--- src/pkg/epid_pkg.sv ---
// package for the external pin interrupt detector: map, fields, resets
package epid_pkg;

    // ************************************************************
    // register map (word addresses on the avalon slave)
    // ************************************************************
    localparam int unsigned        ADDR_W        = 4;          // word address width
    localparam logic [ADDR_W-1:0]  STATCTL_OFS   = 4'h0;       // status and control
    localparam logic [ADDR_W-1:0]  EVT_STAT_OFS  = 4'h1;       // sticky event status
    localparam logic [ADDR_W-1:0]  EVT_MASK_OFS  = 4'h2;       // event mask

    // ************************************************************
    // status and control field positions
    // ************************************************************
    localparam int unsigned BIT_MODE   = 0;   // detection_mode_select
    localparam int unsigned BIT_IE     = 1;   // request_interrupt_enable
    localparam int unsigned BIT_ACK    = 2;   // flag_acknowledge, write only
    localparam int unsigned BIT_FLAG   = 3;   // request_flag, read only
    localparam int unsigned BIT_PFE    = 4;   // pin_function_enable
    localparam int unsigned BIT_POL    = 5;   // polarity_select
    localparam int unsigned BIT_PDD    = 6;   // pull disable, storage only
    localparam int unsigned BIT_RSVD   = 7;   // reserved, reads zero

    // ************************************************************
    // event status / mask field positions
    // ************************************************************
    localparam int unsigned EVT_W        = 2;  // number of event bits
    localparam int unsigned EVT_FLAG_SET = 0;  // request flag went 0 to 1
    localparam int unsigned EVT_IRQ_RISE = 1;  // cpu request asserted

    // ************************************************************
    // reset values
    // ************************************************************
    localparam logic [7:0]       STATCTL_RST = 8'h00;
    localparam logic [EVT_W-1:0] EVT_RST     = 2'h0;
    localparam logic [1:0]       SYNC_RST    = 2'h0;

    // control fields held in flip-flops
    typedef struct packed {
        logic pull_disable;               // no effect on logic here
        logic polarity_select;            // 0 falling/low, 1 rising/high
        logic pin_function_enable;        // pin acts as request input
        logic request_interrupt_enable;   // flag drives cpu request
        logic detection_mode_select;      // 0 edge, 1 edge and level
    } epid_ctrl_t;

    // bus slave states, one-hot
    typedef enum logic [1:0] {
        BUS_IDLE = 2'b01,   // waiting for a request
        BUS_ACK  = 2'b10    // answer cycle, waitrequest low
    } epid_bus_state_t;

endpackage : epid_pkg

--- src/rtl/epid_pin_sync.sv ---
// two-stage synchroniser and polarity-aware edge/level detector
`timescale 1ns/1ps
module epid_pin_sync
    import epid_pkg::*;
(
    // clock and reset
    input  wire logic clk,
    input  wire logic rst,
    // pin and configuration
    input  wire logic pin_in,
    input  wire logic polarity_select,
    // detector outputs
    output logic      asserted_edge,    // one-cycle pulse
    output logic      asserted_level    // synchronised asserted level
);

    // ************************************************************
    // synchroniser
    // ************************************************************
    logic [1:0] sync_reg;      // [0] meta stage, [1] stable stage
    logic [1:0] sync_next;
    logic       prev_reg;      // last stable sample, edge history
    logic       prev_next;
    logic       lvl;

    // next state: first stage feeds only the second stage
    always_comb begin
        sync_next = {sync_reg[0], pin_in};
        prev_next = sync_reg[1];
    end

    // registers
    always_ff @(posedge clk or posedge rst) begin
        if (rst) begin
            sync_reg <= SYNC_RST;
            prev_reg <= 1'b0;
        end else begin
            sync_reg <= sync_next;
            prev_reg <= prev_next;
        end
    end

    // ************************************************************
    // detection on the synchronised value only
    // ************************************************************
    // asserted means high when polarity is 1, low when 0
    always_comb begin
        lvl            = ~(sync_reg[1] ^ polarity_select);
        asserted_level = lvl;
        // edge: last sample de-asserted, this one asserted
        asserted_edge  = lvl & (prev_reg ^ polarity_select);
    end

endmodule : epid_pin_sync

--- src/rtl/epid_detector.sv ---
// external pin interrupt detector top with avalon-mm register slave
// ****************************************************************
// Summary of operation
// - pin enable bit gates request detection
// - bit 3 flag reads pending request
// - writing one to bit 2 clears flag
// - writing zero to acknowledge does nothing
// - acknowledge bit always reads zero
// - level mode: flag held while pin asserted
// - cpu request equals flag and enable bit
// - mode zero detects selected edges only
// - mode one detects edges and levels
// - polarity zero falling/low, one rising/high
// - level mode sets flag on assertion edge
// - reserved bit 7 always reads zero
// ****************************************************************
`timescale 1ns/1ps
module epid_detector
    import epid_pkg::*;
(
    // clock and reset
    input  wire logic              clk,
    input  wire logic              rst,
    // avalon-mm slave
    input  wire logic [ADDR_W-1:0] avs_address,
    input  wire logic              avs_read,
    input  wire logic              avs_write,
    input  wire logic [31:0]       avs_writedata,
    input  wire logic [3:0]        avs_byteenable,
    output logic [31:0]            avs_readdata,
    output logic                   avs_waitrequest,
    // external request pin
    input  wire logic              ext_pin,
    // cpu side
    output logic                   cpu_irq,       // documented request
    output logic                   evt_irq        // masked event summary
);

    // ************************************************************
    // state declarations
    // ************************************************************
    epid_ctrl_t        ctrl_reg;        // writable control fields
    epid_ctrl_t        ctrl_next;
    logic              flag_reg;        // request_flag
    logic              flag_next;
    logic [EVT_W-1:0]  evt_stat_reg;    // sticky event bits
    logic [EVT_W-1:0]  evt_stat_next;
    logic [EVT_W-1:0]  evt_mask_reg;    // event enables
    logic [EVT_W-1:0]  evt_mask_next;
    epid_bus_state_t   bus_reg;         // slave handshake state
    epid_bus_state_t   bus_next;
    logic [31:0]       rdata_reg;       // read data held for answer
    logic [31:0]       rdata_next;
    logic              cpu_irq_reg;     // registered cpu request
    logic              cpu_irq_next;
    logic              evt_irq_reg;     // registered event interrupt
    logic              evt_irq_next;

    // detector wires
    logic              pin_edge;
    logic              pin_level;
    logic              wr_take;         // write takes effect this edge
    logic              lane0;           // low byte lane enabled
    logic              detect;
    logic              ack_hit;
    logic [EVT_W-1:0]  evt_set;

    // ************************************************************
    // functions
    // ************************************************************
    // pack the status and control byte as software sees it
    function automatic logic [7:0] pack_sc(input epid_ctrl_t c,
                                           input logic f);
        logic [7:0] v;
        v           = 8'h00;
        v[BIT_RSVD] = 1'b0;
        v[BIT_PDD]  = c.pull_disable;
        v[BIT_POL]  = c.polarity_select;
        v[BIT_PFE]  = c.pin_function_enable;
        v[BIT_FLAG] = f;
        v[BIT_ACK]  = 1'b0;
        v[BIT_IE]   = c.request_interrupt_enable;
        v[BIT_MODE] = c.detection_mode_select;
        return v;
    endfunction : pack_sc

    // sticky update: set wins over write-one-to-clear
    // clr counts only while wr is high; a bit both set and cleared stays
    function automatic logic [EVT_W-1:0] w1c(input logic [EVT_W-1:0] cur,
                                             input logic [EVT_W-1:0] set,
                                             input logic             wr,
                                             input logic [EVT_W-1:0] clr);
        return (cur & ~(wr ? clr : {EVT_W{1'b0}})) | set;
    endfunction : w1c

    // a write hits a register only with the low byte lane enabled
    function automatic logic wr_sel(input logic              take,
                                    input logic              lane,
                                    input logic [ADDR_W-1:0] addr,
                                    input logic [ADDR_W-1:0] ofs);
        return take && lane && (addr == ofs);
    endfunction : wr_sel

    // ************************************************************
    // pin synchroniser and edge detector
    // ************************************************************
    // pin sampled twice before any edge logic sees it; the detector
    // follows the live polarity bit
    epid_pin_sync u_sync (
        .clk             (clk),
        .rst             (rst),
        .pin_in          (ext_pin),
        .polarity_select (ctrl_reg.polarity_select),
        .asserted_edge   (pin_edge),
        .asserted_level  (pin_level)
    );

    // ************************************************************
    // avalon slave handshake
    // ************************************************************
    // one wait cycle: request seen in idle, answered in ack state.
    // costs a cycle per access but keeps readdata from a flop.
    always_comb begin
        bus_next = bus_reg;
        wr_take  = 1'b0;
        case (bus_reg)
            BUS_IDLE: begin
                // a request raised here is answered one cycle later
                if (avs_read || avs_write) begin
                    bus_next = BUS_ACK;
                end
            end
            BUS_ACK: begin
                // waitrequest is low here, master samples this edge
                wr_take  = avs_write;
                // read data was captured on the request edge
                bus_next = BUS_IDLE;
            end
            default: begin
                // illegal one-hot code: back to idle
                bus_next = BUS_IDLE;
            end
        endcase
    end

    always_ff @(posedge clk or posedge rst) begin
        if (rst) begin
            bus_reg <= BUS_IDLE;
        end else begin
            bus_reg <= bus_next;
        end
    end

    // ************************************************************
    // control register and request flag
    // ************************************************************
    always_comb begin
        lane0     = avs_byteenable[0];
        ctrl_next = ctrl_reg;
        ack_hit   = 1'b0;
        // writes to the control byte
        if (wr_sel(wr_take, lane0, avs_address, STATCTL_OFS)) begin
            ctrl_next.pull_disable             = avs_writedata[BIT_PDD];
            ctrl_next.polarity_select          = avs_writedata[BIT_POL];
            ctrl_next.pin_function_enable      = avs_writedata[BIT_PFE];
            ctrl_next.request_interrupt_enable = avs_writedata[BIT_IE];
            ctrl_next.detection_mode_select    = avs_writedata[BIT_MODE];
            // only a one acknowledges; a zero is ignored
            ack_hit = avs_writedata[BIT_ACK];
        end
        // detection: disabled pin sees nothing. detect reads the
        // control flops, so a write that enables the pin only starts
        // detection on the edge after it lands
        if (!ctrl_reg.pin_function_enable) begin
            detect = 1'b0;
        end else if (ctrl_reg.detection_mode_select) begin
            detect = pin_edge | pin_level;
        end else begin
            detect = pin_edge;
        end
        // set wins over acknowledge, so a held level keeps the flag
        if (detect) begin
            flag_next = 1'b1;
        end else if (ack_hit) begin
            flag_next = 1'b0;
        end else begin
            flag_next = flag_reg;
        end
    end

    always_ff @(posedge clk or posedge rst) begin
        if (rst) begin
            ctrl_reg <= epid_ctrl_t'(STATCTL_RST[4:0]);
            flag_reg <= STATCTL_RST[BIT_FLAG];
        end else begin
            ctrl_reg <= ctrl_next;
            flag_reg <= flag_next;
        end
    end

    // ************************************************************
    // event status and mask
    // ************************************************************
    // both sticky bits watch the next values, so an event is seen in
    // the same cycle that the flag or the request is loaded
    always_comb begin
        evt_set               = '0;
        evt_set[EVT_FLAG_SET] = flag_next & ~flag_reg;
        evt_set[EVT_IRQ_RISE] = cpu_irq_next & ~cpu_irq_reg;
        // set wins over a clearing write in the same cycle
        evt_stat_next = w1c(evt_stat_reg, evt_set,
                            wr_sel(wr_take, lane0, avs_address,
                                   EVT_STAT_OFS),
                            avs_writedata[EVT_W-1:0]);
        evt_mask_next = evt_mask_reg;
        if (wr_sel(wr_take, lane0, avs_address, EVT_MASK_OFS)) begin
            evt_mask_next = avs_writedata[EVT_W-1:0];
        end
    end

    always_ff @(posedge clk or posedge rst) begin
        if (rst) begin
            evt_stat_reg <= EVT_RST;
            evt_mask_reg <= EVT_RST;
        end else begin
            evt_stat_reg <= evt_stat_next;
            evt_mask_reg <= evt_mask_next;
        end
    end

    // ************************************************************
    // interrupt outputs
    // ************************************************************
    // kept apart from the event logic, which reads cpu_irq_next: a
    // value made later in the same process would be seen stale there.
    // request flop loads on the same edge as the flag behind it
    always_comb begin
        // cpu request follows flag gated by enable
        cpu_irq_next = flag_next
                       & ctrl_next.request_interrupt_enable;
        // summary request: any unmasked sticky event
        evt_irq_next = |(evt_stat_next & evt_mask_next);
    end

    always_ff @(posedge clk or posedge rst) begin
        if (rst) begin
            cpu_irq_reg <= 1'b0;
            evt_irq_reg <= 1'b0;
        end else begin
            cpu_irq_reg <= cpu_irq_next;
            evt_irq_reg <= evt_irq_next;
        end
    end

    // ************************************************************
    // read data
    // ************************************************************
    // captured on the request edge in idle, stands through ack cycle
    // so a flag read shows its value from the request edge
    always_comb begin
        rdata_next = rdata_reg;
        if (bus_reg == BUS_IDLE && avs_read) begin
            case (avs_address)
                STATCTL_OFS: begin
                    // live flag; acknowledge and reserved forced to zero
                    rdata_next = {24'h000000, pack_sc(ctrl_reg, flag_reg)};
                end
                EVT_STAT_OFS: begin
                    // bit 0 flag rose, bit 1 cpu request rose
                    rdata_next = {{(32-EVT_W){1'b0}}, evt_stat_reg};
                end
                EVT_MASK_OFS: begin
                    // event enables, same layout as the status
                    rdata_next = {{(32-EVT_W){1'b0}}, evt_mask_reg};
                end
                default: begin
                    // unmapped addresses read zero
                    rdata_next = 32'h00000000;
                end
            endcase
        end
    end

    always_ff @(posedge clk or posedge rst) begin
        if (rst) begin
            rdata_reg <= 32'h00000000;
        end else begin
            rdata_reg <= rdata_next;
        end
    end

    // ************************************************************
    // outputs, all from flops
    // ************************************************************
    always_comb begin
        avs_readdata    = rdata_reg;
        // high in every state but the answer cycle, reset included
        avs_waitrequest = (bus_reg != BUS_ACK);
        cpu_irq         = cpu_irq_reg;
        evt_irq         = evt_irq_reg;
    end

endmodule : epid_detector

--- config.mk ---
export PLATFORM = sky130hd
export DESIGN_NAME = epid_detector
export DESIGN_NICKNAME = d
export VERILOG_FILES = /design/src/pkg/epid_pkg.sv /design/src/rtl/epid_pin_sync.sv /design/src/rtl/epid_detector.sv
export SDC_FILE = /design/constraint.sdc
export NUM_CORES = 1
export LEC_CHECK = 0
export BUFFER_PORTS_ARGS = -buffer_cell sky130_fd_sc_hd__buf_2
export CELL_PAD_IN_SITES_DETAIL_PLACEMENT = 1
export CELL_PAD_IN_SITES_GLOBAL_PLACEMENT = 1
export CORE_MARGIN = 1
export CORE_UTILIZATION = 29
export DETAILED_ROUTE_END_ITERATION = 16
export PLACE_DENSITY_LB_ADDON = 0.1
export SLEW_MARGIN = 20
export SYNTH_ARGS = -nofsm -noshare
export SYNTH_HDL_FRONTEND = slang
export SYNTH_SLANG_ARGS = --single-unit
--- constraint.sdc ---
create_clock -name clk -period 2.1 [get_ports clk]
set_input_delay 0.42 -clock clk [delete_from_list [all_inputs] [get_ports clk]]
set_output_delay 0.42 -clock clk [all_outputs]
set_load 0.005 [all_outputs]
### Word level (Yosys, flattened, before mapping)

Index checks and enable logic that the tools add are counted.
Widths: inputs -> output; s select.

* bits in registers: 49
* input port bits: 45
* output and inout port bits: 35
* logic and storage cells: 54

* eq/ne operators: 6
* multiplexer cells: 12
* bitwise gates (word level): 14
* reductions and logical operators: 8

Operator list (count)
* $pmux 7 s3: 1
* $mux 2: 5
* $mux 1: 6
* $logic_and 1x1->1: 5
* $and 1x1->1: 4
* $and 2x2->2: 2
* $eq 4x1->1 const B: 1
* $eq 4x2->1 const B: 1
* $logic_not 4->1: 1
* $ne 2x2->1 const B: 2
* $not 1->1: 3
* $eq 2x1->1 const B: 1
* $eq 2x2->1 const B: 1
* $not 2->2: 1
* $or 2x2->2: 1
* $reduce_or 2->1: 1
* $xor 1x1->1: 2
* $logic_or 1x1->1: 1
* $or 1x1->1: 1

### Depth between registers and ports, before layout

Gate-level depths: netlist (run 1).

* word-level depth: 12
* gate-level depth with buffers: 6
* gate-level depth less buffers: 5

### Hierarchy

Synthesis (run 1) repeated with hierarchy kept, for this count alone.

* cells, all modules: 127
* area, all modules: 1273.7 um^2

By module, submodules not included
* epid_detector: instances 1, cells an instance 119, area each 1163.6 um^2
* epid_pin_sync: instances 1, cells an instance 8, area each 110.1 um^2

### Least setup slack after synthesis (run 1)

No wires, ideal clock.

* kind: input-to-reg
* start point: input avs_address[3]
* end point: register evt_irq_reg, in the netlist evt_irq
* data arrival time: 1.726 ns
* required time: 1.979 ns
* path slack: 0.253 ns
* stages on the path: 6
* buffers on the path: 1
* path through: or4_4 > nor2b_2 > buf_6 > mux2i_2 > o31ai_4 > a22o_1

* longest elaborated chain between the ends: 10
* elaborated cells on any way between the ends: 20

Ends and longest elaborated chain
* start, declared: line epid_detector.sv:25 `input wire logic [ADDR_W-1:0] avs_address,`
* $logic_not 4->1: line epid_detector.sv:101 `return take && lane && (addr == ofs);`
* $logic_and 1x1->1: line epid_detector.sv:101
* $mux 1: line epid_detector.sv:162 `if (wr_sel(wr_take, lane0, avs_address, STATCTL_OFS)) begin`
* $mux 1: line epid_detector.sv:184 `end else if (ack_hit) begin`
* $mux 1: line epid_detector.sv:182 `if (detect) begin`
* $and 1x1->1: line epid_detector.sv:240 `& ctrl_next.request_interrupt_enable;`
* $and 1x1->1: line epid_detector.sv:209 `evt_set[EVT_IRQ_RISE] = cpu_irq_next & ~cpu_irq_reg;`
* $or 2x2->2 (*): line epid_detector.sv:93 `return (cur & ~(wr ? clr : {EVT_W{1'b0}})) | set;`
* net evt_stat_next[1]: line epid_detector.sv:47 `logic [EVT_W-1:0] evt_stat_next;`
* $and 2x2->2 (*): line epid_detector.sv:242 `evt_irq_next = |(evt_stat_next & evt_mask_next);`
* $reduce_or 2->1 (*): line epid_detector.sv:242
* net evt_irq_next: line epid_detector.sv:57 `logic evt_irq_next;`
* end signal, assigned: line epid_detector.sv:251 `evt_irq_reg <= evt_irq_next;`
* end, declared: line epid_detector.sv:56 `logic evt_irq_reg;`

The timed path passes the listed nets; every way through them passes the cells marked *.
A chain may end at the register's enable or synchronous reset.

### Final worst setup path (run 1)

Ends and elaborated chain as after synthesis.

==> flow_results.org, run 1 <==
** Run status
- Run status :: finished clean

** Synthesis
- Of the total synthesized cell area, the portion taken by XOR and XNOR cells is 0.
- Synthesized-area fraction occupied by adder cells :: 0
- The share of synthesized area in the top cell type comes to 0.4752.
- Post-synthesis area per instance :: 11.36 um^2
- Of the total synthesized cell area, the portion taken by AND, OR, NAND and NOR gates is 0.1112.
- Synthesis inferred 23 register bits.
- For this run, the register share of the synthesized area comes to 0.4978.
- Synthesis handed over a netlist of 102 instances.
- The complex-gate fraction of the synthesized area was 0.1091.
- Top area cells in the synthesized netlist :: sky130_fd_sc_hd__dfrtp_1, sky130_fd_sc_hd__buf_4, sky130_fd_sc_hd__a22o_1
- Biggest area consumer among synthesized cells :: sky130_fd_sc_hd__dfrtp_1
- Netlist area before placement :: 0.001159 mm^2
- Combinational family with the most area after synthesis :: buffers and inverters
- Of the post-synthesis cell area, the part taken by muxes is 0.08747.
- During synthesis, Yosys emitted a total of 0 warnings.
- Number of distinct library cell variants in the gate-level netlist after synthesis :: 27

** Placement
- The congestion estimate from routability-driven global placement came to 0.6924.
- Port buffer count :: 24
- Placed wire-length estimate :: 1710 um
- Prior to clock tree synthesis, the placed netlist has a worst setup slack of 0.1095 ns.
- Counting tap cells, the placed design contains a total of 175 instances.

** STA
- Setup repair after global routing left no endpoint under its margin.
- Number of setup violations in the final report :: 0
- For this run, the top clock speed supported by timing is 568.4 MHz.
- Final number of hold-violating endpoints :: 0
- In the final timing run, aggregate negative setup slack is 0 ns.
- The number of slew-limit violations in the final report was 0.
- Hold timing on the final database bottoms out at a slack of 0.1845 ns.
- Post-route fraction of the period consumed by the critical path :: 0.8378
- Post-Route Skew :: 0.007980 ns
- Setup slack after layout :: 0.3406 ns
- The worst path in the final design needs a cycle of 1.759 ns, including I/O delays and setup.

** Final layout
- Commonest non-fill, non-tap cell in the layout :: sky130_fd_sc_hd__conb_1
- Number of flip-flops under the largest register name :: 6
- In the final layout, the multi-input gates occupy 454.2 um^2.
- Final Instance Count excl. Fillers :: 179
- Share of post-route cells with drive strength above 1 :: 0.3053
- Final nets :: 177
- Number of diodes :: 0
- After filler insertion, the fill cell instance count of the layout stands at 444.
- Most used cells in the layout excluding fill and tap cells :: sky130_fd_sc_hd__conb_1, sky130_fd_sc_hd__buf_2, sky130_fd_sc_hd__dfrtp_1, sky130_fd_sc_hd__nand2_1, sky130_fd_sc_hd__a22o_1
- The sequential cells in the finished layout cover a total of 576.8 um^2.
- Area overhead of the layout relative to synthesis :: 11.66%

** Min path
- HP Class :: in -> async

** Routing
- In this run, the number of DRC markers left after iteration 0 of detailed routing was 13.
- Final antenna-violating net count :: 0
- For this run, the detailed router's first-pass iteration total came to 4.
- Routed len/inst :: 12.07 um
- After detailed routing, the number of vias per cell comes to 4.296.
- Final WL :: 2160 um
- The detailed router placed 769 vias in this run.
- Drt drc :: 0

** CTS
- TritonCTS built the clock tree.
- Count of instances resized after the clock tree is built :: 0
- Clock latency on the worst-skew pair :: 0.26 ns
- CTS Hold Buffers Added :: 0
- CTS Sinks :: 23
- After clock tree synthesis, the setup repair step added 0 buffers.
- Depth of the CTS H-tree :: 1
- Cts bufs inserted :: 3
- No sink is reached through more buffers than the 2 on the longest clock path.
- Clock edge transition at the registers on the reported setup and hold paths :: 0.08 ns
- The tree is rooted in a sky130_fd_sc_hd__clkbuf_8.

** Floorplan
- Full die area :: 0.004252 mm^2
- The floorplan has 22 rows.
- Area of the core :: 0.003744 mm^2
- Top-Level Pins :: 80
- The initial utilization of the core area, before any placement, comes to 0.3095.
- Chip Height :: 65.21 um
- The floorplan step set the die width to 65.21 um.

** GRT
- Wire length of the first global-routing pass :: 3684 um
- Entering global routing, the biggest net connects 24 pins.
- The number of antenna violations at the first check in global routing is 0.
- For this run the aggregate overflow at the end of global routing stands at 0.
- The number of global-route vias before repair was 744.
- For this run, the total global-route usage over all layers was measured as 0.1176.

** Flow run
- The tool flagged a number of max-cap violations equal to 0.

** Worst setup path
- Startpoint class of the critical path :: input pin
- CP Max Fanout :: 3
- Worst Path Class, Setup :: in -> reg
- The worst setup path is captured at a flip-flop.
- Required time of the critical path :: 2.25 ns
- Endpoint arrival time on the critical path :: 1.91 ns

** Power
- In this run the static leakage power is 0.6803 nW.
- Power Density :: 813.9 mW/mm^2
- VDD IR max :: 0.5947 mV
- Total power :: 0.001053 W
[synthesized netlist by cell type]
cell type / count
sky130_fd_sc_hd__buf_4: 26
sky130_fd_sc_hd__dfrtp_1: 22
sky130_fd_sc_hd__a22o_1: 7
sky130_fd_sc_hd__nand2_1: 7
sky130_fd_sc_hd__mux2_2: 5
sky130_fd_sc_hd__inv_1: 4
sky130_fd_sc_hd__nor2_1: 4
sky130_fd_sc_hd__nand4_1: 3
sky130_fd_sc_hd__nor2b_1: 3
sky130_fd_sc_hd__o21ai_0: 3
sky130_fd_sc_hd__mux2i_1: 2
sky130_fd_sc_hd__a22oi_1: 1
sky130_fd_sc_hd__and4b_1: 1
sky130_fd_sc_hd__buf_6: 1
sky130_fd_sc_hd__conb_1: 1
sky130_fd_sc_hd__dfstp_2: 1
sky130_fd_sc_hd__mux2_1: 1
sky130_fd_sc_hd__mux2i_2: 1
sky130_fd_sc_hd__nand2b_1: 1
sky130_fd_sc_hd__nand4b_1: 1
sky130_fd_sc_hd__nor2b_2: 1
sky130_fd_sc_hd__nor3_1: 1
sky130_fd_sc_hd__o21a_1: 1
sky130_fd_sc_hd__o21bai_1: 1
sky130_fd_sc_hd__o22ai_1: 1
sky130_fd_sc_hd__o31ai_4: 1
sky130_fd_sc_hd__or4_4: 1
[worst paths after layout]
kind                                            to  cells past startpoint               start  slack (ns)
worst max-delay path                       evt_irq                      6      avs_address[3]        0.34
worst min-delay path               evt_stat_reg[0]                      3                 rst        0.18
worst max register to register             evt_irq                      5          bus_reg[0]        0.37
worst min register to register  u_sync.sync_reg[1]                      0  u_sync.sync_reg[0]        0.35
max in group asynchronous               bus_reg[0]                      3                 rst        1.64
min in group clk                u_sync.sync_reg[0]                      1             ext_pin        0.26
[metal layers]
metal  global-route usage  routed length, um
met5                    0                  0
met4              0.04076                 17
met3              0.04688                129
met2               0.1869               1038
met1               0.1436                975
[through the flow]
step           instance area (um^2)    util
2_1_floorplan                  1252       -
3_3_place_gp                   1249  0.3336
3_5_place_dp                   1249  0.3336
4_1_cts                        1294  0.3456
5_1_grt                        1294  0.3456
6_report                       1294  0.3456
[power breakdown]
part | internal [W] | leakage [nW] | switching [W] | total, W
clock | 0.000135 | 0.0228 | 0.000134 | 0.000269
combinational | 0.0000982 | 0.358 | 0.000120 | 0.000219
sequential | 0.000519 | 0.299 | 0.0000459 | 0.000565
total | 0.000753 | 0.680 | 0.000300 | 0.00105
[logic make-up (layout without fill, tap and decap cells)]
family,after synthesis,count (layout)
other cells,1,26
simple gates,23,23
mux,9,9
compound gates,15,15
buf+inv,31,35
flops,23,23
[worst max-delay path: stages]
cell	delay [ns]
sky130_fd_sc_hd__buf_2	0.12
sky130_fd_sc_hd__or4_4	0.54
sky130_fd_sc_hd__nor2b_2	0.22
sky130_fd_sc_hd__mux2i_2	0.33
sky130_fd_sc_hd__o31ai_4	0.08
sky130_fd_sc_hd__a22o_1	0.19
[area by class of cell]
class,count,area share
tap,48,0.04642
clock buffer,4,0.03482
inverter,4,0.01161
timing repair buffer,27,0.1103
multi-input combinational,73,0.3511
sequential,23,0.4458
(Power assumes the default switching activity.)
==> inputs of run 2 (changes only) <==
--- a/config.mk
+++ b/config.mk
@@ -9,7 +9,7 @@
 export CELL_PAD_IN_SITES_DETAIL_PLACEMENT = 1
 export CELL_PAD_IN_SITES_GLOBAL_PLACEMENT = 1
 export CORE_MARGIN = 1
-export CORE_UTILIZATION = 29
+export CORE_UTILIZATION = 26
 export DETAILED_ROUTE_END_ITERATION = 16
 export PLACE_DENSITY_LB_ADDON = 0.1
 export SLEW_MARGIN = 20
==> constraint.sdc (replaced) <==
create_clock -name clk -period 1.6 [get_ports clk]
set_input_delay 0.32 -clock clk [delete_from_list [all_inputs] [get_ports clk]]
set_output_delay 0.32 -clock clk [all_outputs]
set_load 0.005 [all_outputs]
==> flow_results.org, run 2 (same netlist as run 1, synthesis figures left out) <==
** Run status
- Run status: finished clean (unchanged).

** Floorplan
- The count of standard-cell rows was 23 (was 22).
- Top-Level Pins :: 80 (unchanged)
- The die height was 68.76 um (was 65.21 um).
- Area of the core :: 0.004144 mm^2 (was 0.003744 mm^2)
- The width of the die is 68.76 um (was 65.21 um).
- The effective utilization at floorplan came to 0.2796 (was 0.3095).
- The die area was 0.004727 mm^2 (was 0.004252 mm^2).

** Power
- Internal Power :: 0.001051 W (was 0.0007526 W)
- Fraction of power spent switching nets :: 0.2867 (was 0.2853)
- The sequential share of power was 0.504 (was 0.537).
- Clk pwr share :: 0.240 (was 0.256)
- The logic gate share of total power came to 0.256 (was 0.208).
- The leakage power of the design was 0.7384 nW (was 0.6803 nW).
- VDD IR max :: 0.4615 mV (was 0.5947 mV)
- The post-layout total power was 0.001473 W (was 0.001053 W).
- Psw :: 0.0004223 W (was 0.0003004 W)
- Power Density :: 1049 mW/mm^2 (was 813.9 mW/mm^2)

** CTS
- The clock net sink count was 23 (unchanged).
- CTS Hold Buffers Added :: 0 (unchanged)
- Clock latency on the worst-skew pair :: 0.26 ns (about the same)
- CTS tree :: done (unchanged)
- Clk root buf :: sky130_fd_sc_hd__clkbuf_8 (unchanged)
- Depth of the CTS H-tree :: 1 (unchanged)
- The clock-pin slew on the worst setup and hold paths came to 0.08 ns (about the same).
- The total CTS buffers is 3 (unchanged).
- Number of buffers on the longest clock path :: 2 (unchanged)

** STA
- Dividing the final minimum period by the clock period gives 0.9974.
- The final setup violation count came to 0 (unchanged).
- For the finished layout, the period the worst path requires is 1.596 ns.
- The number of slew-limit violations in the final report came to 0 (unchanged).
- For this run, the top clock speed supported by timing is 626.6 MHz.
- Final number of hold-violating endpoints :: 0 (unchanged)
- Post-Route Skew :: 0.002519 ns (was 0.007980 ns)
- Setup repair after global routing missed its margin :: true (was false)

** GRT
- Pin count of the biggest net entering global routing :: 24 (unchanged)
- The final global-route overflow total is 0 (unchanged).
- Number of global-route vias before repair :: 838 (was 744)
- The global-route usage over all layers was 0.1173 (was 0.1176).
- The number of antenna violations at the first check in global routing came to 0 (unchanged).
- The wire length of the first global-routing pass is 3912 um (was 3684 um).

** Flow run
- Number of max-capacitance violations reported :: 0 (unchanged)

** Worst setup path
- The signal arrival time at the worst endpoint is 1.75 ns (was 1.91 ns).
- Required time of the critical path :: 1.75 ns (was 2.25 ns)
- Cell breakdown of the critical path: and4b_2 > nand4b_1 > mux2_4 > a22o_1 (was buf_2 > or4_4 > nor2b_2 > mux2i_2 > o31ai_4 > a22o_1).
- Cell with the largest stage delay on the worst path :: sky130_fd_sc_hd__dfstp_2 (was sky130_fd_sc_hd__or4_4)
- The worst-path maximum fanout came to 4 (was 3).
- The maximum single-stage delay on the critical path was 0.53 ns (was 0.54 ns).
- The startpoint type of the worst setup path is a flip-flop (was input pin).
- Cell count of the worst reg-to-reg path :: 4 (was 5)
- The endpoint class of the critical path is a flip-flop (unchanged).
- The path type of the worst setup path is reg -> reg (was in -> reg).

** Final layout
- The share of layout cells above drive strength 1 is 0.3830 (was 0.3053).
- The layout overhead on the synthesized area is 21.17% (was 11.66%).
- The final standard cell count with taps included and fillers excluded came to 191 (was 179).
- Number of flip-flops under the largest register name :: 6 (unchanged)
- Commonest non-fill, non-tap cell in the layout :: sky130_fd_sc_hd__conb_1 (unchanged)
- Most used cells in the layout excluding fill and tap cells: sky130_fd_sc_hd__conb_1, sky130_fd_sc_hd__buf_2, sky130_fd_sc_hd__dfrtp_1, sky130_fd_sc_hd__buf_4, sky130_fd_sc_hd__a22o_1 (was sky130_fd_sc_hd__conb_1, sky130_fd_sc_hd__buf_2, sky130_fd_sc_hd__dfrtp_1, sky130_fd_sc_hd__nand2_1, sky130_fd_sc_hd__a22o_1).
- Number of diodes :: 0 (unchanged)
- Final nets :: 187 (was 177)
- The final instance area was 0.001404 mm^2 (was 0.001294 mm^2).
- Final core area utilization :: 0.3388 (was 0.3456)

** Placement
- The placed cell count came to 186 (was 175).
- The weighted congestion reported at the end of routability-driven placement came to 0.7657 (was 0.6924).
- The total placed instance area came to 0.001328 mm^2 (was 0.001249 mm^2).
- The count of buffers inserted at the top-level ports was 24 (unchanged).
- The detailed placer's ending HPWL came to 1902 um (was 1710 um).

** Min path
- The class of the most critical hold timing path is in -> async (unchanged).

** Routing
- Drt drc :: 0 (unchanged)
- Final WL :: 2351 um (was 2160 um)
- Final antenna-violating net count :: 0 (unchanged)
- The count of TritonRoute iterations in the first routing pass came to 2 (was 4).
- The violation count after the first detailed-route iteration came to 15 (was 13).
- Detailed-route via count :: 806 (was 769)
- The via density per instance is 4.220 (was 4.296).
- The detail-routed net length per standard cell came to 12.31 um (was 12.07 um).
-- run 2: cell type report --
cell class,instances,area (um^2)
inverter,4,15.01
timing repair buffer,37,217.7
fill,488,2740
sequential,23,576.8
tap,50,62.56
multi-input combinational,73,486.7
clock buffer,4,45.04
-- run 2: power groups by stage --
stage                     logic, W  registers (W)  clock network [W]
after CTS                 0.000379       0.000744           0.000374
after global placement    0.000338       0.000750                  0
after floorplan           0.000242       0.000737                  0
after detailed placement  0.000352       0.000758                  0
final                     0.000377       0.000742           0.000354
after global routing      0.000428       0.000756           0.000396
-- run 2: per-layer routing --
layer  routed length, um  GRT usage  up-vias
met5                   0          0        -
met4                  33    0.04592        0
met3                 136    0.03618        2
met2                1240     0.2083       29
met1                 940     0.1299      399
li1                    -          -      376
-- run 2: path summary, 6_finish.rpt --
kind,startpoint,to,slack (ns)
hold / removal,rst,cpu_irq,0.08
setup reg to reg,bus_reg[0],evt_irq,0.004
setup / recovery,bus_reg[0],evt_irq,0.004
hold reg to reg,u_sync.sync_reg[0],u_sync.sync_reg[1],0.35
min in group clk,ext_pin,u_sync.sync_reg[0],0.16
max in group asynchronous,rst,bus_reg[0],1.24
-- run 2: timing repair --
action                     CTS  global route
setup endpoints to repair    4             7
hold endpoints to repair     0             0
gates resized for setup      4             3
pin swaps                    2             0
buffers inserted             1             0
-- run 2: worst max-delay path, delay by kind of cell, from the launching register on --
family          cells  cell delay, ns
compound gates      1            0.20
flops               1            0.53
mux                 1            0.33
simple gates        2            0.43
-- run 2: metrics by stage --
step	hold WS, ns	setup TNS [ns]	worst slack, ns
after global placement	0.3332	-1.704	-0.2807
final	0.08185	0	0.004177
after detailed placement	0.3363	-1.723	-0.2824
after CTS	0.08867	0	0.003394
after global routing	0.1136	-0.04053	-0.04053
after floorplan	0.3212	-0.1128	-0.1128
==> inputs of run 3 (changes only) <==
--- a/config.mk
+++ b/config.mk
@@ -5,13 +5,14 @@
 export SDC_FILE = /design/constraint.sdc
 export NUM_CORES = 1
 export LEC_CHECK = 0
+export ABC_AREA = 1
 export BUFFER_PORTS_ARGS = -buffer_cell sky130_fd_sc_hd__buf_2
 export CELL_PAD_IN_SITES_DETAIL_PLACEMENT = 1
 export CELL_PAD_IN_SITES_GLOBAL_PLACEMENT = 1
 export CORE_MARGIN = 1
 export CORE_UTILIZATION = 26
 export DETAILED_ROUTE_END_ITERATION = 16
-export PLACE_DENSITY_LB_ADDON = 0.1
+export PLACE_DENSITY = 0.73
 export SLEW_MARGIN = 20
 export SYNTH_ARGS = -nofsm -noshare
 export SYNTH_HDL_FRONTEND = slang
==> flow_results.org, run 3 <==
** Final layout
- Number of flip-flops under the largest register name :: 6 (unchanged)
- Final core area utilization :: 0.3126 (was 0.3388)
- Number of diodes :: 0 (unchanged)
- The share of layout cells above drive strength 1 was 0.3216 (was 0.3830).
- The most common cell after layout, fill and taps aside was sky130_fd_sc_hd__nand2_1 (was sky130_fd_sc_hd__conb_1).
- Cell area after layout :: 0.001399 mm^2 (was 0.001404 mm^2)
- Final nets :: 217 (was 187)
- Area overhead of the layout relative to synthesis :: 12.14% (was 21.17%)
- Most used cells in the layout excluding fill and tap cells :: sky130_fd_sc_hd__nand2_1, sky130_fd_sc_hd__conb_1, sky130_fd_sc_hd__buf_2, sky130_fd_sc_hd__dfrtp_1, sky130_fd_sc_hd__inv_1 (was sky130_fd_sc_hd__conb_1, sky130_fd_sc_hd__buf_2, sky130_fd_sc_hd__dfrtp_1, sky130_fd_sc_hd__buf_4, sky130_fd_sc_hd__a22o_1)
- FILL cells :: 574 (was 488)

** Routing
- Drt first-iter violations :: 27 (was 15)
- Routed met2 length :: 1195 um (was 1240 um)
- Detailed-route via count :: 895 (was 806)
- The DRC violation count after routing was 6 (was 0).
- The via density per instance is 4.013 (was 4.220).
- The count of TritonRoute iterations in the first routing pass was 10 (was 2).
- Met1 WL :: 1118 um (was 940 um)
- Routed len/inst :: 11.08 um (was 12.31 um)
- Final WL :: 2471 um (was 2351 um)
- Final antenna-violating net count :: 0 (unchanged)
- The detailed-routed wire length on met3 came to 143 um (was 136 um).
- Highest routed layer :: met4 (unchanged)

** CTS
- The clock net sink count came to 23 (unchanged).
- The number of gates resized after CTS is 0 (was 4).
- The worst-case clock buffer depth came to 2 (unchanged).
- Setup fix buffers added after clock tree synthesis :: 0 (was 1)
- Clock edge transition at the registers on the reported setup and hold paths :: 0.08 ns (about the same)
- The clock tree from TritonCTS is done (unchanged).
- The number of H-tree levels was 1 (unchanged).
- Cts bufs inserted :: 3 (unchanged)
- CTS Hold Buffers Added :: 0 (unchanged)
- Clk root buf :: sky130_fd_sc_hd__clkbuf_8 (unchanged)
- The clock insertion delay at the later pin of the skew report was 0.26 ns (about the same).

** Synthesis
- The count of unique library cells instantiated by Yosys was 22 (was 27).
- The number of flops mapped to enable cells by yosys came to 0 (unchanged).
- The most common cell in the synthesized netlist was sky130_fd_sc_hd__nand2_1 (was sky130_fd_sc_hd__buf_4).
- Most used standard cells in the synthesized netlist :: sky130_fd_sc_hd__nand2_1, sky130_fd_sc_hd__buf_4, sky130_fd_sc_hd__dfrtp_1 (was sky130_fd_sc_hd__buf_4, sky130_fd_sc_hd__dfrtp_1, sky130_fd_sc_hd__a22o_1, sky130_fd_sc_hd__nand2_1, sky130_fd_sc_hd__mux2_2)
- Top area cells in the synthesized netlist: sky130_fd_sc_hd__dfrtp_1, sky130_fd_sc_hd__buf_4, sky130_fd_sc_hd__nand2_1 (was sky130_fd_sc_hd__dfrtp_1, sky130_fd_sc_hd__buf_4, sky130_fd_sc_hd__a22o_1).
- The per-instance average area after synthesis came to 8.847 um^2 (was 11.36 um^2).
- The main flop type after synthesis was sky130_fd_sc_hd__dfrtp_1 (unchanged).
- The count of yosys warnings during synthesis is 0 (unchanged).
- The area share of the leading cell type in the synthesized netlist came to 0.4413 (was 0.4752).
- Total of flip-flops plus latches after synthesis :: 23 (unchanged)
- The register area share after synthesis came to 0.4624 (was 0.4978).
- The async set or reset register ratio after synthesis was 1.000 (unchanged).
- Biggest area consumer among synthesized cells :: sky130_fd_sc_hd__dfrtp_1 (unchanged)
- Synth Instances :: 141 (was 102)
- Netlist area before placement :: 0.001247 mm^2 (was 0.001159 mm^2)

** Worst setup path
- Startpoint of the worst register-to-register path :: bus_reg[0] (unchanged)
- The maximum single-stage delay on the critical path was 0.53 ns (about the same).
- Cell with the largest stage delay on the worst path :: sky130_fd_sc_hd__dfstp_2 (unchanged)
- The worst-path maximum fanout is 3 (was 4).
- The path type of the worst setup path is reg -> out (was reg -> reg).
- End of the worst register-to-register path :: avs_readdata[1] (was evt_irq)
- The number of cells traversed by the worst register-to-register path came to 5 (was 4).
- Cell breakdown of the critical path: inv_2 > nand2_1 > buf_2 (was and4b_2 > nand4b_1 > mux2_4 > a22o_1).
- Startpoint class of the critical path :: flip-flop (unchanged)
- Worst Setup End Kind :: output port (was flip-flop)
- Required time of the critical path :: 1.28 ns (was 1.75 ns)
- The signal arrival time at the worst endpoint came to 1.06 ns (was 1.75 ns).
- Worst R2R Setup Slack :: 0.25 ns (was 0.004 ns)

** GRT
- The wire length of the first global-routing pass came to 4188 um (was 3912 um).
- The number of global-route vias before repair came to 903 (was 838).
- Number of antenna violations at the first check in global routing :: 0 (unchanged)
- Total global-route track usage :: 0.1071 (was 0.1173)
- Pin count of the biggest net entering global routing :: 24 (unchanged)
- Remaining global-route overflow :: 0 (unchanged)

** Floorplan
- Top-Level Pins :: 80 (unchanged)
- Std-Cell Rows :: 24 (was 23)
- The effective utilization at floorplan came to 0.2788 (was 0.2796).
- Chip Height :: 71.27 um (was 68.76 um)
- The width of the die came to 71.27 um (was 68.76 um).
- The die area came to 0.005079 mm^2 (was 0.004727 mm^2).
- The core area was 0.004474 mm^2 (was 0.004144 mm^2).

** Power
- Combinational group share of total power :: 0.230 (was 0.256)
- The power density normalized to cell area came to 1010 mW/mm^2 (was 1049 mW/mm^2).
- The leakage power of the design is 0.7642 nW (was 0.7384 nW).
- The sequential share of power is 0.521 (was 0.504).
- Clk pwr share :: 0.249 (was 0.240)
- The net load switching power is 0.0004335 W (was 0.0004223 W).
- The internal power consumption came to 0.0009795 W (was 0.001051 W).
- The switching power as a share of total power came to 0.3068 (was 0.2867).
- The worst-case vdd ir drop was 0.5691 mV (was 0.4615 mV).
- Total power :: 0.001413 W (was 0.001473 W)

** Flow run
- Number of max-capacitance violations reported :: 0 (unchanged)

** Placement
- Port buffer count :: 24 (unchanged)
- Placed wire-length estimate :: 2023 um (was 1902 um)
- The weighted congestion reported at the end of routability-driven placement was 0.7232 (was 0.7657).
- The total placed instance area came to 0.001354 mm^2 (was 0.001328 mm^2).
- The post-placement worst setup slack is 0.1937 ns (was -0.2824 ns).

** STA
- The number of slew-limit violations in the final report is 0 (unchanged).
- The hold violation count in the final report came to 0 (unchanged).
- The maximum clock frequency came to 722.9 MHz (was 626.6 MHz).
- The final setup violation count came to 0 (unchanged).
- The time the worst path needs with I/O delays and setup came to 1.383 ns (was 1.596 ns).
- The setup slack after layout was 0.2167 ns (was 0.004177 ns).
- The worst setup skew after layout came to 0.002039 ns (was 0.002519 ns).
- The setup TNS came to 0 ns (unchanged).
- Post-route fraction of the period consumed by the critical path :: 0.8646 (was 0.9974)
- Setup repair after global routing missed its margin :: false (was true)

** Run status
- Violated checks :: design-rule violations
- Run status :: finished, violations left (was finished clean)

** Min path
- The class of the most critical hold timing path was in -> async (unchanged).
==> run 3: cell types whose count changed after synthesis, moves of 4 or more <==
cell | before | now
sky130_fd_sc_hd__nand2_1 | 7 | 34
sky130_fd_sc_hd__a22o_1 | 7 | 0
sky130_fd_sc_hd__nand2_2 | 0 | 6
sky130_fd_sc_hd__nand3_1 | 0 | 6
sky130_fd_sc_hd__inv_1 | 4 | 9
sky130_fd_sc_hd__o21ai_0 | 3 | 8
sky130_fd_sc_hd__inv_2 | 0 | 4
sky130_fd_sc_hd__mux2_2 | 5 | 1
==> run 3: critical path, delay by kind of cell, from the launching register on <==
| family | cells | cell delay (ns) |
|---|---|---|
| flip-flops | 1 | 0.53 |
| AND/OR/NAND/NOR | 1 | 0.10 |
| buffers and inverters | 2 | 0.17 |
==> run 3: worst max path at each step <==
| stage | from | end | slack [ns] | cells past startpoint |
|---|---|---|---|---|
| 2_1_floorplan | bus_reg[0] | avs_readdata[1] | 0.25 | 5 |
| 3_3_place_gp | avs_address[1] | evt_irq | 0.23 | 11 |
| 3_5_place_dp | avs_address[1] | evt_irq | 0.19 | 11 |
| 4_1_cts | bus_reg[0] | avs_waitrequest | 0.20 | 3 |
| 5_1_grt | bus_reg[0] | avs_readdata[1] | 0.16 | 5 |
| 6_report | bus_reg[0] | avs_waitrequest | 0.22 | 3 |
==> run 3: kinds of logic after synthesis <==
| logic type | Yosys count | share of synthesized area |
|---|---|---|
| AND/OR/NAND/NOR | 63 | 0.2658 |
| buffers and inverters | 39 | 0.1956 |
| flip-flops | 23 | 0.4624 |
| AO/OA/AOI/OAI | 14 | 0.06420 |
| multiplexers | 1 | 0.009026 |
| other | 1 | 0.003006 |
==> run 3: layout make-up <==
| type | count | area (um^2) | share of cell area |
|---|---|---|---|
| clock buffers | 4 | 45.04 | 0.03220 |
| well taps | 52 | 65.06 | 0.04651 |
| repair buffers | 27 | 142.6 | 0.1020 |
| multi-input cells | 104 | 520.5 | 0.3721 |
| inverters | 13 | 48.80 | 0.03488 |
| flip-flops and latches | 23 | 576.8 | 0.4123 |
==> run 3: power groups by stage <==
stage               logic [W]  registers (W)  clock network [W]
floorplan            0.000256       0.000737                  0
global placement     0.000316       0.000743                  0
detailed placement   0.000330       0.000750                  0
CTS                  0.000333       0.000739           0.000369
global route         0.000375       0.000752           0.000392
finish               0.000325       0.000737           0.000352
==> run 3: through the flow <==
| step | hold WS [ns] | cells |
|---|---|---|
| after floorplan | 0.3212 | 166 |
| after global placement | 0.3340 | 219 |
| after CTS | 0.09468 | 223 |
| after global routing | 0.1023 | 223 |
| final | 0.09247 | 223 |
| after detailed placement | 0.3385 | 219 |
==> run 3: layer usage <==
layer | global-route usage | vias up
met3 | 0.03094 | 2
met1 | 0.1342 | 414
met5 | 0 | -
li1 | - | 449
met4 | 0.02000 | 0
met2 | 0.1852 | 30
